<file path="src/codec_cfg.svh">
// Constants of the half-cycle tone packet codec: timing, framing and code table.
`ifndef CODEC_CFG_SVH
`define CODEC_CFG_SVH

// System clock period.
`define CLK_PERIOD_NS    10
// Nominal half-cycle lengths of the tone, in nanoseconds and in clock cycles.
`define HC_LONG_NS       500000
`define HC_SHORT_NS      250000
`define HC_LONG_CYC      ((`HC_LONG_NS + `CLK_PERIOD_NS - 1) / `CLK_PERIOD_NS)
`define HC_SHORT_CYC     ((`HC_SHORT_NS + `CLK_PERIOD_NS - 1) / `CLK_PERIOD_NS)
// Serial stream rate and bit time.
`define BAUD_RATE        1200
`define BIT_NS           (1000000000 / `BAUD_RATE)
`define BIT_CYC          (`BIT_NS / `CLK_PERIOD_NS)
`define SER_LAST_BIT     4'd9
// Long half-cycles sent after keying the transmitter, ahead of the first packet.
`define PREAMBLE_HALVES  7'd100
// Packet framing: 14 sync halves, then 48 data halves.
`define SYNC_HALVES      6'd14
`define PKT_LAST_HALF    6'd61
`define DATA_LAST_HALF   6'd47
`define PKT_BYTES        6'd3
// Sync pattern L S*12 L, oldest half in the top bit, 1 = long.
`define SYNC_PATTERN     14'h2001
// Group codes, first half in bit 3, 1 = long.
`define CODE_NULL        4'hF
`define CODE_D0          4'h3
`define CODE_D1          4'h5
`define CODE_D2          4'h6
`define CODE_D3          4'h9
// Byte buffer geometry.
`define FIFO_DEPTH       32
`define FIFO_AW          5

`endif

</file>
<file path="src/codec_pkg.sv">
// Types and group code table shared by the codec logic.
package codec_pkg;
`include "codec_cfg.svh"

	typedef enum logic [1:0] {TX_OFF, TX_PRE, TX_PKT} tx_state_t;
	typedef enum logic [1:0] {RX_HUNT, RX_DATA, RX_PUSH} rx_state_t;

	// Maps a dibit to the four-half group code that carries it.
	function automatic logic [3:0] code_of(input logic [1:0] dibit);
		unique case (dibit)
			2'h0: code_of = `CODE_D0;
			2'h1: code_of = `CODE_D1;
			2'h2: code_of = `CODE_D2;
			2'h3: code_of = `CODE_D3;
		endcase
	endfunction : code_of

	// Returns {valid, dibit} for a received group code.
	function automatic logic [2:0] dibit_of(input logic [3:0] code);
		unique case (code)
			`CODE_D0: dibit_of = 3'h4;
			`CODE_D1: dibit_of = 3'h5;
			`CODE_D2: dibit_of = 3'h6;
			`CODE_D3: dibit_of = 3'h7;
			default:  dibit_of = 3'h0;
		endcase
	endfunction : dibit_of

endpackage : codec_pkg

</file>
<file path="src/half_cycle_tone_packet_codec.sv">
// Serial-to-tone packet encoder and tone-to-serial packet decoder of a radio modem.
// Behaviour
// - The tone is made of half-cycles of 500 us (long) or 250 us (short), and each received half is classified.
// - Without a packet to send the encoder sends only long halves, an idle 1 kHz tone.
// - Each packet opens with one long, twelve shorts and one long, which the decoder hunts for.
// - Twelve data groups of four halves follow the sync, and the decoder collects all twelve.
// - Each group carries two bits, four groups make a byte, a packet carries three bytes.
// - Only four of the sixteen group combinations carry data and are accepted as data.
// - A group that is neither data nor all-long throws the whole packet away.
// - An all-long group is null data; a byte slot of four of them does not spoil the packet, so short packets still deliver.
// - Every half-cycle is measured and classified on its own.
// - Bytes enter and leave as 1200 baud serial frames with one start, eight data and one stop bit.
// - Each direction holds bytes in a 32-byte buffer.
// - With fewer than three bytes waiting, a packet is still sent and empty byte slots carry idle groups.
// - When the transmit buffer is empty after a packet, the transmitter key is released.
`timescale 1ns/10ps
`include "codec_cfg.svh"
module half_cycle_tone_packet_codec
	import codec_pkg::*;
#(
	parameter logic [16:0] P_LONG  = 17'(`HC_LONG_CYC),
	parameter logic [16:0] P_SHORT = 17'(`HC_SHORT_CYC),
	parameter logic [16:0] P_BIT   = 17'(`BIT_CYC)
)
(
	input  wire logic i_clk,
	input  wire logic i_rst_n,
	input  wire logic i_ser_rx,
	input  wire logic i_tone,
	output logic      o_ser_tx,
	output logic      o_tone,
	output logic      o_tx_key,
	output logic      o_pkt_rejected
);
	localparam logic [16:0] THRESH = (P_LONG + P_SHORT) >> 1;
	localparam logic [16:0] MEAS_MIN = P_SHORT >> 1;
	localparam logic [16:0] MEAS_MAX = P_LONG + (P_LONG >> 1);

	logic ser_s1, ser_s2, tone_s1, tone_s2, tone_d;
	logic urx_busy, next_urx_busy, urx_push, next_urx_push;
	logic [16:0] urx_timer, next_urx_timer;
	logic [3:0] urx_bit, next_urx_bit;
	logic [7:0] urx_shift, next_urx_shift;
	logic tf_pop, tf_full, tf_empty, rf_push, rf_full, rf_empty, rf_pop;
	logic [7:0] tf_rdata, rf_rdata, rf_wdata;
	logic [5:0] tf_count;
	tx_state_t enc_state, next_enc_state;
	logic [5:0] enc_idx, next_enc_idx;
	logic [16:0] enc_timer, next_enc_timer;
	logic [6:0] enc_pre, next_enc_pre;
	logic [1:0] enc_cnt, next_enc_cnt;
	logic [7:0] enc_byte, next_enc_byte;
	logic enc_null, next_enc_null, next_tone, next_key;
	logic [16:0] meas, next_meas;
	logic tone_edge, sym_evt, sym_void, sym_l;
	rx_state_t rx_state, next_rx_state;
	logic [13:0] rx_hist, next_rx_hist;
	logic [5:0] rx_cnt, next_rx_cnt;
	logic [3:0] rx_code, next_rx_code;
	logic [7:0] rx_byte, next_rx_byte;
	logic [23:0] rx_pkt, next_rx_pkt;
	logic [2:0] rx_real, next_rx_real;
	logic rx_hasd, next_rx_hasd, rx_hasn, next_rx_hasn, next_rej;
	logic [1:0] rx_pi, next_rx_pi;
	logic utx_busy, next_utx_busy, next_ser_tx;
	logic [16:0] utx_timer, next_utx_timer;
	logic [3:0] utx_bit, next_utx_bit;
	logic [9:0] utx_shift, next_utx_shift;

	// Two-stage synchronisers for the serial input and the sliced tone.
	always_ff @(posedge i_clk or negedge i_rst_n)
	begin
		if (!i_rst_n)
			{ser_s1, ser_s2, tone_s1, tone_s2, tone_d} <= 5'h18;
		else
			{ser_s1, ser_s2, tone_s1, tone_s2, tone_d} <= {i_ser_rx, ser_s1, i_tone, tone_s1, tone_s2};
	end

	// Serial receiver: samples mid-bit and pushes good frames to the transmit buffer.
	always_comb
	begin
		next_urx_busy = urx_busy;
		next_urx_timer = urx_timer;
		next_urx_bit = urx_bit;
		next_urx_shift = urx_shift;
		next_urx_push = 1'b0;
		if (!urx_busy)
		begin
			if (!ser_s2)
			begin
				next_urx_busy = 1'b1;
				next_urx_timer = P_BIT >> 1;
				next_urx_bit = 4'd0;
			end
		end
		else if (urx_timer != 17'd0)
			next_urx_timer = urx_timer - 17'd1;
		else
		begin
			next_urx_timer = P_BIT - 17'd1;
			next_urx_bit = urx_bit + 4'd1;
			if (urx_bit == 4'd0)
				next_urx_busy = !ser_s2;               // A glitch is not a start bit.
			else if (urx_bit == `SER_LAST_BIT)
			begin
				next_urx_busy = 1'b0;
				next_urx_push = ser_s2 && !tf_full;
			end
			else
				next_urx_shift = {ser_s2, urx_shift[7:1]};
		end
	end

	always_ff @(posedge i_clk or negedge i_rst_n)
	begin
		if (!i_rst_n)
			{urx_busy, urx_timer, urx_bit, urx_shift, urx_push} <= '0;
		else
			{urx_busy, urx_timer, urx_bit, urx_shift, urx_push} <=
				{next_urx_busy, next_urx_timer, next_urx_bit, next_urx_shift, next_urx_push};
	end

	// Transmit and receive byte buffers.
	codec_byte_fifo u_tx_fifo (.i_clk(i_clk), .i_rst_n(i_rst_n), .i_push(urx_push),
		.i_wdata(urx_shift), .i_pop(tf_pop), .o_rdata(tf_rdata), .o_full(tf_full),
		.o_empty(tf_empty), .o_count(tf_count));
	codec_byte_fifo u_rx_fifo (.i_clk(i_clk), .i_rst_n(i_rst_n), .i_push(rf_push),
		.i_wdata(rf_wdata), .i_pop(rf_pop), .o_rdata(rf_rdata), .o_full(rf_full),
		.o_empty(rf_empty), .o_count());

	// Encoder: picks the length of each new half at the end of the previous one.
	always_comb
	begin : enc_next
		logic [5:0] ni;
		logic [5:0] d;
		logic [3:0] code;
		logic       sym_long;
		ni = enc_idx + 6'd1;
		d = ni - `SYNC_HALVES;
		code = `CODE_NULL;
		sym_long = 1'b1;
		next_enc_state = enc_state;
		{next_enc_idx, next_enc_pre, next_enc_cnt} = {enc_idx, enc_pre, enc_cnt};
		{next_enc_byte, next_enc_null, next_tone, next_key} = {enc_byte, enc_null, o_tone, o_tx_key};
		next_enc_timer = enc_timer - 17'd1;
		tf_pop = 1'b0;
		if (enc_timer == 17'd0)
		begin
			next_tone = ~o_tone;
			unique case (enc_state)
				TX_OFF:
					if (!tf_empty)
					begin
						next_key = 1'b1;
						next_enc_state = TX_PRE;
						next_enc_pre = `PREAMBLE_HALVES - 7'd1;
					end
				TX_PRE:
					if (enc_pre != 7'd0)
						next_enc_pre = enc_pre - 7'd1;
					else
					begin
						next_enc_state = TX_PKT;
						next_enc_idx = 6'd0;
						next_enc_cnt = (tf_count >= `PKT_BYTES) ? 2'd3 : tf_count[1:0];
					end
				TX_PKT:
					if (enc_idx == `PKT_LAST_HALF)
					begin
						next_enc_idx = 6'd0;
						next_enc_cnt = (tf_count >= `PKT_BYTES) ? 2'd3 : tf_count[1:0];
						if (tf_empty)
						begin
							next_enc_state = TX_OFF;
							next_key = 1'b0;
						end
					end
					else
					begin
						next_enc_idx = ni;
						if (ni < `SYNC_HALVES)
							sym_long = (ni == `SYNC_HALVES - 6'd1);
						else
						begin
							if (d[3:0] == 4'h0)
							begin
								next_enc_null = (d[5:4] >= enc_cnt);
								tf_pop = !next_enc_null;
								next_enc_byte = tf_rdata;
							end
							else if (d[1:0] == 2'h0)
								next_enc_byte = {2'h0, enc_byte[7:2]};
							if (!next_enc_null)
								code = code_of(next_enc_byte[1:0]);
							sym_long = code[2'd3 - d[1:0]];
						end
					end
			endcase
			next_enc_timer = sym_long ? P_LONG - 17'd1 : P_SHORT - 17'd1;
		end
	end

	always_ff @(posedge i_clk or negedge i_rst_n)
	begin
		if (!i_rst_n)
		begin
			enc_state <= TX_OFF;
			{enc_idx, enc_pre, enc_cnt, enc_byte, enc_null} <= 24'h0;
			{o_tone, o_tx_key} <= 2'h0;
			enc_timer <= P_LONG - 17'd1;
		end
		else
		begin
			enc_state <= next_enc_state;
			{enc_idx, enc_pre, enc_cnt} <= {next_enc_idx, next_enc_pre, next_enc_cnt};
			{enc_byte, enc_null, o_tone, o_tx_key} <= {next_enc_byte, next_enc_null, next_tone, next_key};
			enc_timer <= next_enc_timer;
		end
	end

	// Half-cycle measurement: each edge ends one half, a missing edge gives one void.
	assign tone_edge = tone_s2 ^ tone_d;
	assign sym_evt = tone_edge || (meas == MEAS_MAX);
	assign sym_void = !tone_edge || (meas < MEAS_MIN) || (meas > MEAS_MAX);
	assign sym_l = (meas >= THRESH);
	assign next_meas = tone_edge ? 17'd1 : (meas > MEAS_MAX) ? meas : meas + 17'd1;
	assign rf_wdata = rx_pkt[{rx_pi, 3'h0} +: 8];

	// Decoder: hunts for sync, gathers twelve groups, then releases the real bytes.
	always_comb
	begin : rx_next
		logic [3:0] code;
		logic [2:0] dec;
		logic [1:0] slot;
		code = {rx_code[2:0], sym_l};
		dec = dibit_of(code);
		slot = rx_cnt[5:4];
		next_rx_state = rx_state;
		{next_rx_hist, next_rx_cnt, next_rx_code} = {rx_hist, rx_cnt, rx_code};
		{next_rx_byte, next_rx_pkt, next_rx_real} = {rx_byte, rx_pkt, rx_real};
		{next_rx_hasd, next_rx_hasn, next_rx_pi} = {rx_hasd, rx_hasn, rx_pi};
		next_rej = 1'b0;
		rf_push = 1'b0;
		unique case (rx_state)
			RX_HUNT:
				if (sym_evt)
				begin
					next_rx_hist = sym_void ? 14'h0 : {rx_hist[12:0], sym_l};
					if (!sym_void && ({rx_hist[12:0], sym_l} == `SYNC_PATTERN))
					begin
						next_rx_state = RX_DATA;
						{next_rx_cnt, next_rx_real, next_rx_hasd, next_rx_hasn} = '0;
					end
				end
			RX_DATA:
				if (sym_evt)
				begin
					next_rx_code = code;
					next_rx_cnt = rx_cnt + 6'd1;
					if (rx_cnt[1:0] == 2'h3 && !sym_void)
					begin
						if (code == `CODE_NULL)
							next_rx_hasn = 1'b1;
						else if (dec[2])
						begin
							next_rx_byte = {dec[1:0], rx_byte[7:2]};
							next_rx_hasd = 1'b1;
						end
					end
					if (sym_void || (rx_cnt[1:0] == 2'h3 && code != `CODE_NULL && !dec[2]) ||
						(rx_cnt[3:0] == 4'hF && next_rx_hasd && next_rx_hasn))
					begin
						next_rx_state = RX_HUNT;
						next_rx_hist = 14'h0;
						next_rej = 1'b1;
					end
					else if (rx_cnt[3:0] == 4'hF)
					begin
						next_rx_real[slot] = next_rx_hasd;
						next_rx_pkt[{slot, 3'h0} +: 8] = next_rx_byte;
						{next_rx_hasd, next_rx_hasn} = 2'h0;
						if (rx_cnt == `DATA_LAST_HALF)
						begin
							next_rx_state = RX_PUSH;
							next_rx_pi = 2'h0;
						end
					end
				end
			RX_PUSH:
			begin
				rf_push = rx_real[rx_pi] && !rf_full;
				next_rx_pi = rx_pi + 2'h1;
				if (rx_pi == 2'h2)
				begin
					next_rx_state = RX_HUNT;
					next_rx_hist = 14'h0;
				end
			end
		endcase
	end

	always_ff @(posedge i_clk or negedge i_rst_n)
	begin
		if (!i_rst_n)
		begin
			rx_state <= RX_HUNT;
			{rx_hist, rx_cnt, rx_code, rx_byte} <= 32'h0;
			{rx_pkt, rx_real, rx_hasd, rx_hasn, rx_pi, o_pkt_rejected, meas} <= '0;
		end
		else
		begin
			rx_state <= next_rx_state;
			{rx_hist, rx_cnt, rx_code, rx_byte} <=
				{next_rx_hist, next_rx_cnt, next_rx_code, next_rx_byte};
			{rx_pkt, rx_real, rx_hasd, rx_hasn, rx_pi, o_pkt_rejected, meas} <=
				{next_rx_pkt, next_rx_real, next_rx_hasd, next_rx_hasn, next_rx_pi, next_rej, next_meas};
		end
	end

	// Serial transmitter: sends decoded bytes as start, eight data and stop bits.
	always_comb
	begin
		{next_utx_busy, next_utx_timer, next_utx_bit, next_utx_shift} = {utx_busy, utx_timer, utx_bit, utx_shift};
		next_ser_tx = o_ser_tx;
		rf_pop = 1'b0;
		if (!utx_busy)
		begin
			if (!rf_empty)
			begin
				rf_pop = 1'b1;
				next_utx_busy = 1'b1;
				next_utx_shift = {1'b1, rf_rdata, 1'b0};
				next_utx_timer = P_BIT - 17'd1;
				next_utx_bit = 4'd0;
				next_ser_tx = 1'b0;
			end
		end
		else if (utx_timer != 17'd0)
			next_utx_timer = utx_timer - 17'd1;
		else if (utx_bit == `SER_LAST_BIT)
			next_utx_busy = 1'b0;
		else
		begin
			next_utx_shift = {1'b1, utx_shift[9:1]};
			next_ser_tx = utx_shift[1];
			next_utx_bit = utx_bit + 4'd1;
			next_utx_timer = P_BIT - 17'd1;
		end
	end

	always_ff @(posedge i_clk or negedge i_rst_n)
	begin
		if (!i_rst_n)
			{utx_busy, utx_timer, utx_bit, utx_shift, o_ser_tx} <= {32'h0, 1'b1};
		else
			{utx_busy, utx_timer, utx_bit, utx_shift, o_ser_tx} <=
				{next_utx_busy, next_utx_timer, next_utx_bit, next_utx_shift, next_ser_tx};
	end

	// Checking helpers: length of each sent half measured from the tone itself.
	logic        tone_q;
	logic [16:0] sent_len;
	always_ff @(posedge i_clk or negedge i_rst_n)
	begin
		if (!i_rst_n)
			{tone_q, sent_len} <= '0;
		else
			{tone_q, sent_len} <= {o_tone, (o_tone != tone_q) ? 17'd1 : sent_len + 17'd1};
	end
endmodule : half_cycle_tone_packet_codec

</file>
<file path="src/codec_byte_fifo.sv">
// Byte FIFO of fixed depth with show-ahead read data.
`timescale 1ns/10ps
`include "codec_cfg.svh"
module codec_byte_fifo
(
	input  wire logic                 i_clk,
	input  wire logic                 i_rst_n,
	input  wire logic                 i_push,
	input  wire logic [7:0]           i_wdata,
	input  wire logic                 i_pop,
	output logic      [7:0]           o_rdata,
	output logic                      o_full,
	output logic                      o_empty,
	output logic      [`FIFO_AW:0]    o_count
);
	logic [7:0]          mem [`FIFO_DEPTH];
	logic [`FIFO_AW-1:0] wr_ptr;
	logic [`FIFO_AW-1:0] rd_ptr;
	logic [`FIFO_AW:0]   next_count;
	logic                do_push;
	logic                do_pop;

	// Writes into a full buffer and reads from an empty one are ignored.
	always_comb
	begin
		do_push    = i_push && !o_full;
		do_pop     = i_pop && !o_empty;
		next_count = o_count + {`FIFO_AW'(0), do_push} - {`FIFO_AW'(0), do_pop};
	end

	// Pointers and occupancy.
	always_ff @(posedge i_clk or negedge i_rst_n)
	begin
		if (!i_rst_n)
		begin
			wr_ptr  <= '0;
			rd_ptr  <= '0;
			o_count <= '0;
		end
		else
		begin
			wr_ptr  <= wr_ptr + `FIFO_AW'(do_push);
			rd_ptr  <= rd_ptr + `FIFO_AW'(do_pop);
			o_count <= next_count;
		end
	end

	// Storage array.
	always_ff @(posedge i_clk)
	begin
		if (do_push)
			mem[wr_ptr] <= i_wdata;
	end

	assign o_rdata = mem[rd_ptr];
	assign o_full  = (o_count == (`FIFO_AW+1)'(`FIFO_DEPTH));
	assign o_empty = (o_count == '0);

endmodule : codec_byte_fifo

</file>
<file path="config.mk">
export PLATFORM = sky130hd
export DESIGN_NAME = half_cycle_tone_packet_codec
export DESIGN_NICKNAME = d
export VERILOG_FILES = /design/src/codec_pkg.sv /design/src/half_cycle_tone_packet_codec.sv /design/src/codec_byte_fifo.sv
export VERILOG_INCLUDE_DIRS = /design/src
export SDC_FILE = /design/constraint.sdc
export NUM_CORES = 1
export LEC_CHECK = 0
export ABC_AREA = 1
export BUFFER_PORTS_ARGS = -buffer_cell sky130_fd_sc_hd__buf_2
export CAP_MARGIN = 20
export CORE_MARGIN = 10
export CORE_UTILIZATION = 25
export CTS_BUF_LIST = sky130_fd_sc_hd__clkbuf_8
export DETAILED_ROUTE_END_ITERATION = 7
export GPL_TIMING_DRIVEN = 0
export MAX_ROUTING_LAYER = met4
export SETUP_SLACK_MARGIN = 0.5
export SYNTH_ARGS = -nofsm -noshare
export SYNTH_HDL_FRONTEND = slang
export SYNTH_HIERARCHICAL = 1
export SYNTH_SLANG_ARGS = --single-unit
</file>
<file path="constraint.sdc">
create_clock -name i_clk -period 4.8 [get_ports i_clk]
set_clock_uncertainty 0.1 [all_clocks]
set_input_delay 0.72 -clock i_clk [delete_from_list [all_inputs] [get_ports i_clk]]
set_output_delay 0.72 -clock i_clk [all_outputs]
set_load 0.005 [all_outputs]
</file>
==> metrics.md, run 1 <==
| Metric | Value |
|---|---|
| Vias in the first global route | 22500 |
| R2R depth | 21 |
| Routed wire length | around 80 mm |
| Most frequent cells in the layout | nand2_1, edfxtp_1, nand3_1 |
| Rows | 134 |
| Status | finished clean |
| GR Overflow Total | 0 |
| # IOs | 8 |
| Core Region | between 100000 and 150000 um^2 |
| Share of layout cells above drive strength 1 | 12.2% |
| First-pass GRT wire length | 126 mm |
| Ys async rst share | 30.6% |
| Seq cells post-synth | around 740 |
| Period utilization | 85.0% |
| Final Util | 29.1% |
| Synthesized instance count | 3308 |
| Yosys warns | 6 |
| Initial antenna violation count | 1 |
| TritonRoute pass-1 iters | 7 |
| Design Area, Final | 38800 um^2 |
| Syn Area/Cell | 10.2 um^2 |
| Fin nets | 3519 |
| Number of synthesized flops with an enable pin | 512 |
| Min Tclk post-route | 4.08 ns |
| Final ANT Viol Nets | 0 |
| Mapped cell area | 33600 um^2 |
| Synth area leader | edfxtp_1 |
| Chip width | 387 um |
| Iter 0 DRT Violations | approximately 1800 |
| GRT Overall Usage | a little over a tenth |
| Clk root buf | clkbuf_8 |
| Worst-Skew Late Latency | between 0.7 and 0.8 ns |
| Synth top area cells | edfxtp_1, dfrtp_1, nand2_1, nand3_1, nor2_1 |
| Synth top area share | a little under half |
| Fillers | roughly 14000 |
| Final Hold Viols | 0 |
| CTS tree | built |
| Pleak | 15.2 nW |
| Critical Path Start Type | flop |
| Maximum vdd ir drop | approximately 210 uV |
| Largest net degree at the start of global routing | 100 |
| Num Clock Sinks | between 700 and 800 |
| Worst flop-to-flop path startpoint | enc_idx[0] |
| Vias per cell | approximately 4.4 |
| Worst-Margin Slew | roughly 1 ns |
| Worst Path Max Fanout | 5 |
| Post-DP HPWL | around 54 mm |
| Slew Viols, Final | 0 |
| Main flop type after synthesis | edfxtp_1 |
| Register area share after synthesis | about 63% |
| Critical path arrival | 4.61 ns |
| CP required | 5.33 ns |
| Fin worst setup slack | between 0.7 and 0.8 ns |
| WL per Instance | ~15 um |
| # setup viols final | 0 |
| R2R setup slack | between 0.7 and 0.8 ns |
| Placed Area | 36400 um^2 |
| Port Buffers | 7 |
| Max Buffers Root-to-Sink | 3 |
| Syn Nets | between 3000 and 4000 |
| Via count | 23300 |
| Power Density | 316 nW/um^2 |
| Inserted Clock Buffers | 117 |
| CTS H-tree depth | 3 |
| Place WS | 0.624 ns |
| Slew margin rel. | 34.1% |
| HP Class | flop to flop |
| Syn-to-layout area delta | 15.5% |
| Die height | between 300 and 400 um |
| HP Start | ser_s1 |
| Crit path capture type | flop |
| DRC viols | 0 |
| Commonest non-fill, non-tap cell in the layout | nand2_1 |
| RSZ-0062 raised after global routing | false |
| Crit path kind | flop to flop |
| Synth unique cells | 62 |
| CTS clock-pin slew for the worst setup and hold paths | 0.06 ns |
| Max Cap Viol | 0 |
| Fmax | 245 MHz |
| Worst Hold End | ser_s2 |
| Reg-to-Reg End | u_tx_fifo/o_count[4] |
| GPL Wtd Cong | 0.885 |
| Die area | 150000 um^2 |
| Initial core utilization | between 20% and 30% |
| Tot Pwr | between 10 and 15 mW |
| Hold Path Cell Cnt | 0 |
==> critical path, cell delays in order, from the launching register on <==
cell and delay (ns):
dfrtp_2 0.44, ha_1 0.24, xor2_1 0.18, buf_4 0.15, ha_1 0.19, nand2_1 0.10, nand2_1 0.07, xor2_1 0.18
ha_1 0.31, a21oi_2 0.15, inv_1 0.07, nor4_2 0.25, o21ai_0 0.13, inv_1 0.10, ha_1 0.24, inv_1 0.06
ha_2 0.19, inv_1 0.06, fa_2 0.36, o21ai_2 0.16, a21oi_1 0.09, xor2_1 0.15
==> state kept, by name, summed over array words and instances (netlist names), 6 cells and up <==
| signal | flops |
|---|---|
| u_tx_fifo/mem | 256 |
| urx_timer | 17 |
| urx_shift | 8 |
| enc_timer | 17 |
| rx_byte | 8 |
| u_rx_fifo/o_count | 6 |
| enc_byte | 8 |
| utx_shift | 9 |
| u_tx_fifo/o_count | 6 |
| rx_cnt | 6 |
| meas | 17 |
| rx_hist | 13 |
| enc_pre | 7 |
| u_rx_fifo/mem | 256 |
| rx_pkt | 24 |
| enc_idx | 6 |
| utx_timer | 17 |
==> worst max-delay path by stage <==
stage | endpoint | cells after the start | start | slack (ns)
detailed placement | u_tx_fifo/o_count[4] | 20 | enc_idx[0] | 0.62
finish | u_tx_fifo/o_count[4] | 21 | enc_idx[0] | 0.72
CTS | u_tx_fifo/o_count[4] | 20 | enc_idx[0] | 0.57
global placement | utx_timer[14] | 1 | i_rst_n | -1.44
global route | u_tx_fifo/o_count[4] | 21 | enc_idx[0] | 0.45
floorplan | u_tx_fifo/o_count[4] | 20 | enc_idx[0] | 1.14
==> metrics by stage <==
step | hold WS (ns) | setup TNS, ns | cells
after global placement | 0.247 | -360.96 | 5083
after detailed placement | 0.247 | 0 | 5099
after global routing | 0.261 | 0 | 5324
after CTS | 0.239 | 0 | 5322
final | 0.258 | 0 | 5324
after floorplan | 0.231 | 0 | 3308
==> timing repair <==
action,4_1_cts,5_1_grt
hold endpoints to repair,31,0
setup buffers,0,1
resized for setup,0,8
hold buffers,3,0
endpoints found under the setup margin,0,1
==> routing by layer <==
layer | vias up | routed length, um | track usage (%)
li1 | 11500 | - | -
met1 | 11200 | 37300 | 14.3
met2 | 587 | 36500 | 16.5
met3 | 127 | 4680 | 1.85
met4 | 0 | 1830 | 3.12
met5 | - | 0 | -
==> cell usage after synthesis (7+ instances only) <==
cell	instances
inv_1	187
xor2_1	37
nand4_1	23
buf_6	49
edfxtp_1	512
or2_2	7
nor3_1	21
a21oi_1	43
nand2_1	1065
nor4_1	10
buf_2	42
a31oi_1	12
o21ai_2	15
xnor2_1	13
inv_2	16
clkinv_1	8
o21ai_0	101
clkbuf_1	16
ha_1	59
dfrtp_1	214
nand3_1	482
mux2_2	10
nor2_1	236
dfstp_2	12
buf_4	10
nand2_2	25
==> cell type report <==
class / instances / area, um^2 / area share, %
sequential: 738 / 21000 / 54.2
timing repair buffer: 27 / 500 / 1.29
tap: 1768 / 2210 / 5.70
antenna: 1 / 2.50 / 0.00645
multi-input combinational: 2235 / 11000 / 28.2
clock buffer: 135 / 1860 / 4.79
clock inverter: 85 / 526 / 1.35
buffer: 123 / 920 / 2.37
inverter: 212 / 797 / 2.05
==> power by group <==
part           total [mW]  internal, mW  switching [mW]
combinational      0.0932        0.0222          0.0710
clock                5.41          2.85            2.56
sequential           6.77          6.76         0.00838
==> cell families (layout without fill, tap and decap cells) <==
group | count (synthesis) | in the layout | synth area share [%]
buf+inv | 335 | 582 | 5.11
other cells | 0 | 1 | 0
flops | 738 | 738 | 62.6
fa+ha+maj | 61 | 61 | 2.32
xor+xnor | 50 | 50 | 1.30
simple gates | 1904 | 1904 | 24.6
compound gates | 208 | 208 | 3.70
mux | 12 | 12 | 0.395
Power figures use the tool's default switching activity.
==> run 2: changes to the inputs <==
==> constraint.sdc (replaced) <==
create_clock -name i_clk -period 3.3 [get_ports i_clk]
set_clock_uncertainty 0.1 [all_clocks]
set_input_delay 0.495 -clock i_clk [delete_from_list [all_inputs] [get_ports i_clk]]
set_output_delay 0.495 -clock i_clk [all_outputs]
set_load 0.005 [all_outputs]
==> run 2 against run 1 <==
The run now ends with negative setup slack left. Register-to-register slack got worse by 1.1 ns. Core utilization rose by 0.87 points. Sequential cell count did not move. Sequential share of layout area fell by 1.6 points. Cell count rose by 0.96%. Via count rose by 1.5%. Largest power group unchanged. Die area did not move. Final area rose by 3.0%. Maximum frequency rose by 11%. Worst setup slack got worse by 1.1 ns.
==> metrics.md, run 2 (synthesis results as in run 1) <==
| Metric | Value |
|---|---|
| Status | complete, but fails checks |
| Failing checks | negative setup slack |
| WL per Instance | 15.4 um (+2.1%) |
| Pleak | 15.5 nW (+1.9%) |
| Power Density | 446 nW/um^2 (+41%) |
| CP required | 3.84 ns (-1.49 ns) |
| Sw Share | 22.2% (+0.65 points) |
| Crit path kind | flop to flop |
| Initial core utilization | 25.2% (unchanged) |
| Worst-Skew Late Latency | 0.79 ns (+0.03 ns) |
| Min Tclk post-route | 3.68 ns (-0.400 ns) |
| Inserted Clock Buffers | 132 (+13%) |
| Fin nets | 3569 (+1.4%) |
| Reg power frac | 55.2% (about the same) |
| Cell internal pwr | 13.9 mW (+44%) |
| Max Buffers Root-to-Sink | 3 (unchanged) |
| Slew margin rel. | 34.6% (+0.52 points) |
| Chip width | 387 um (unchanged) |
| Fmax | 272 MHz (+11%) |
| Worst-Margin Slew | 0.977 ns (-0.00773 ns) |
| Post-DP HPWL | 55.4 mm (+2.2%) |
| Most frequent cells in the layout | nand2_1, edfxtp_1, nand3_1 |
| Maximum vdd ir drop | 356 uV (+73%) |
| Crit path depth | 24 (+14%) |
| Port Buffers | 7 (unchanged) |
| Routed wire length | 82.9 mm (+3.1%) |
| Share of layout cells above drive strength 1 | 16.1% (+4.0 points) |
| Critical Path Start Type | flop |
| Slowest-stage cell, CP | dfrtp_2 |
| Largest net degree at the start of global routing | 81 (-19%) |
| Syn-to-layout area delta | 19.0% |
| Initial antenna violation count | 1 (unchanged) |
| CTS clock-pin slew for the worst setup and hold paths | 0.06 ns (about the same) |
| DRC viols | 0 (unchanged) |
| Worst Path Max Fanout | 7 (+2) |
| GR Overflow Total | 0 (unchanged) |
| # setup viols final | 7 (+7) |
| Commonest non-fill, non-tap cell in the layout | nand2_1 |
| Vias per cell | 4.41 (+0.57%) |
| CTS H-tree depth | 4 (+1) |
| R2R depth | 24 (+14%) |
| Worst path cell trace | buf_6, inv_6, ha_4, ha_2, nand2_1, nand2_1, xor2_1, ha_1, a21oi_2, inv_1, nor4_2, o21ai_1, inv_1, buf_4, buf_6, buf_4, buf_4, buf_4, buf_4, buf_6, ha_4, ha_4, buf_4, xor2_1 |
| Clk root buf | clkbuf_8 |
| Die area | 150000 um^2 (unchanged) |
| Crit path max-delay family | buffers and inverters |
| Slew Viols, Final | 0 (unchanged) |
| HP Class | input pin to asynchronous set/reset pin |
| First-pass GRT wire length | 131 mm (+3.6%) |
| Fin worst setup slack | -0.378 ns (-1.10 ns) |
| Tot Pwr | 17.8 mW (+45%) |
| Iter 0 DRT Violations | 1913 (+8.2%) |
| GPL Wtd Cong | 0.857 (-3.2%) |
| Max Cap Viol | 0 (unchanged) |
| Min Hold Slack | 0.184 ns (-0.0738 ns) |
| CTS tree | built |
| # IOs | 8 (unchanged) |
| Period utilization | 111% (+27 points) |
| Comb power frac | 0.8% (about the same) |
| Rows | 134 (unchanged) |
| GRT Overall Usage | 11.1% (+0.44 points) |
| Die height | 387 um (unchanged) |
| P_sw | 3.95 mW (+50%) |
| Clock share of power | 44.0% (about the same) |
| CP max stage delay | 0.44 ns (about the same) |
| Critical path arrival | 4.22 ns (-0.39 ns) |
| CP most frequent cell | buf_4 |
| Num Clock Sinks | 738 (unchanged) |
| Core Region | 133000 um^2 (unchanged) |
| Via count | 23700 (+1.5%) |
| Fillers | 13800 (-1.2%) |
| RSZ-0062 raised after global routing | true |
| Final Hold Viols | 0 (unchanged) |
| TritonRoute pass-1 iters | 6 (-1) |
| Final ANT Viol Nets | 0 (unchanged) |
| Critical path buffers and inverters | 12 (+7) |
| Crit path capture type | flop |
| Vias in the first global route | 23300 (+3.5%) |
run 2: cell types whose count changed in the layout (fill, tap and decap cells not counted), moves of 10 or more:
| cell | delta |
|---|---|
| nand2_1 | -12 |
| nor2_1 | -71 |
| inv_1 | +13 |
| clkinv_2 | -19 |
| nor2_4 | +56 |
| nor2_2 | +15 |
| buf_4 | +26 |
| nand2_2 | +11 |
| o21ai_0 | -10 |
run 2: path summary, 6_finish.rpt:
| path | startpoint | end | slack (ns) |
|---|---|---|---|
| hold reg to reg | tone_s1 | tone_s2 | 0.25 |
| min in group i_clk | tone_s1 | tone_s2 | 0.25 |
| hold / removal | i_rst_n | meas[7] | 0.18 |
| setup / recovery | enc_idx[0] | u_tx_fifo/rd_ptr[2] | -0.38 |
| max in group asynchronous | i_rst_n | enc_timer[2] | 1.99 |
| setup reg to reg | enc_idx[0] | u_tx_fifo/rd_ptr[2] | -0.38 |
run 2: through the flow:
step	cells	util, %	TNS, ns	setup WS (ns)	area [um^2]
6_report	5375	30.0	-1.51	-0.378	40000
3_5_place_dp	5098	27.3	-67.81	-0.601	36400
2_1_floorplan	3308	-	-0.112	-0.112	33600
3_3_place_gp	5083	26.9	-1153.42	-2.88	35900
4_1_cts	5365	29.6	-1.53	-0.374	39500
5_1_grt	5375	30.0	-3.31	-0.530	40000
run 2: repair_timing:
action,CTS,global route
hold buffers,3,0
buffers inserted,28,9
pin swaps,14,8
gates resized for setup,122,101
hold endpoints to repair,69,0
endpoints found under the setup margin,418,499
gates cloned,0,0
run 2: worst register-to-register path: stages, from the launching register on:
cell and delay (ns):
dfrtp_2 0.44, buf_6 0.14, inv_6 0.07, ha_4 0.22, ha_2 0.17, nand2_1 0.08
nand2_1 0.07, xor2_1 0.17, ha_1 0.30, a21oi_2 0.06, inv_1 0.07, nor4_2 0.04
o21ai_1 0.09, inv_1 0.09, buf_4 0.14, buf_6 0.10, buf_4 0.12, buf_4 0.12
buf_4 0.12, buf_4 0.12, buf_6 0.11, ha_4 0.16, ha_4 0.16, buf_4 0.13
xor2_1 0.15
run 2: layout make-up:
type / count / area, um^2 / share of cell area (%)
Antenna cell: 1 / 2.50 / 0.00626
Multi-Input combinational cell: 2235 / 11700 / 29.2
Tap cell: 1768 / 2210 / 5.53
Clock buffer: 143 / 1970 / 4.92
Sequential cell: 738 / 21000 / 52.6
Clock inverter: 93 / 440 / 1.10
Buffer: 123 / 943 / 2.36
Timing Repair Buffer: 62 / 871 / 2.18
Inverter: 212 / 805 / 2.01
run 2: metal layers:
metal  up-vias  part of all wire (%)  GRT usage (%)
li1      11600                     -              -
met1     11400                    45           14.1
met2       638                    47           17.6
met3       144                   5.7           2.02
met4         0                   2.6           4.16
met5         -                     0              -
run 2: power by group through the flow:
stage / logic, mW / clock network (mW) / registers [mW]
CTS: 0.146 / 8.08 / 9.84
floorplan: 0.0533 / 0 / 10.0
global route: 0.164 / 8.55 / 9.84
global placement: 0.131 / 0 / 10.0
detailed placement: 0.142 / 0 / 10.0
finish: 0.142 / 7.84 / 9.84
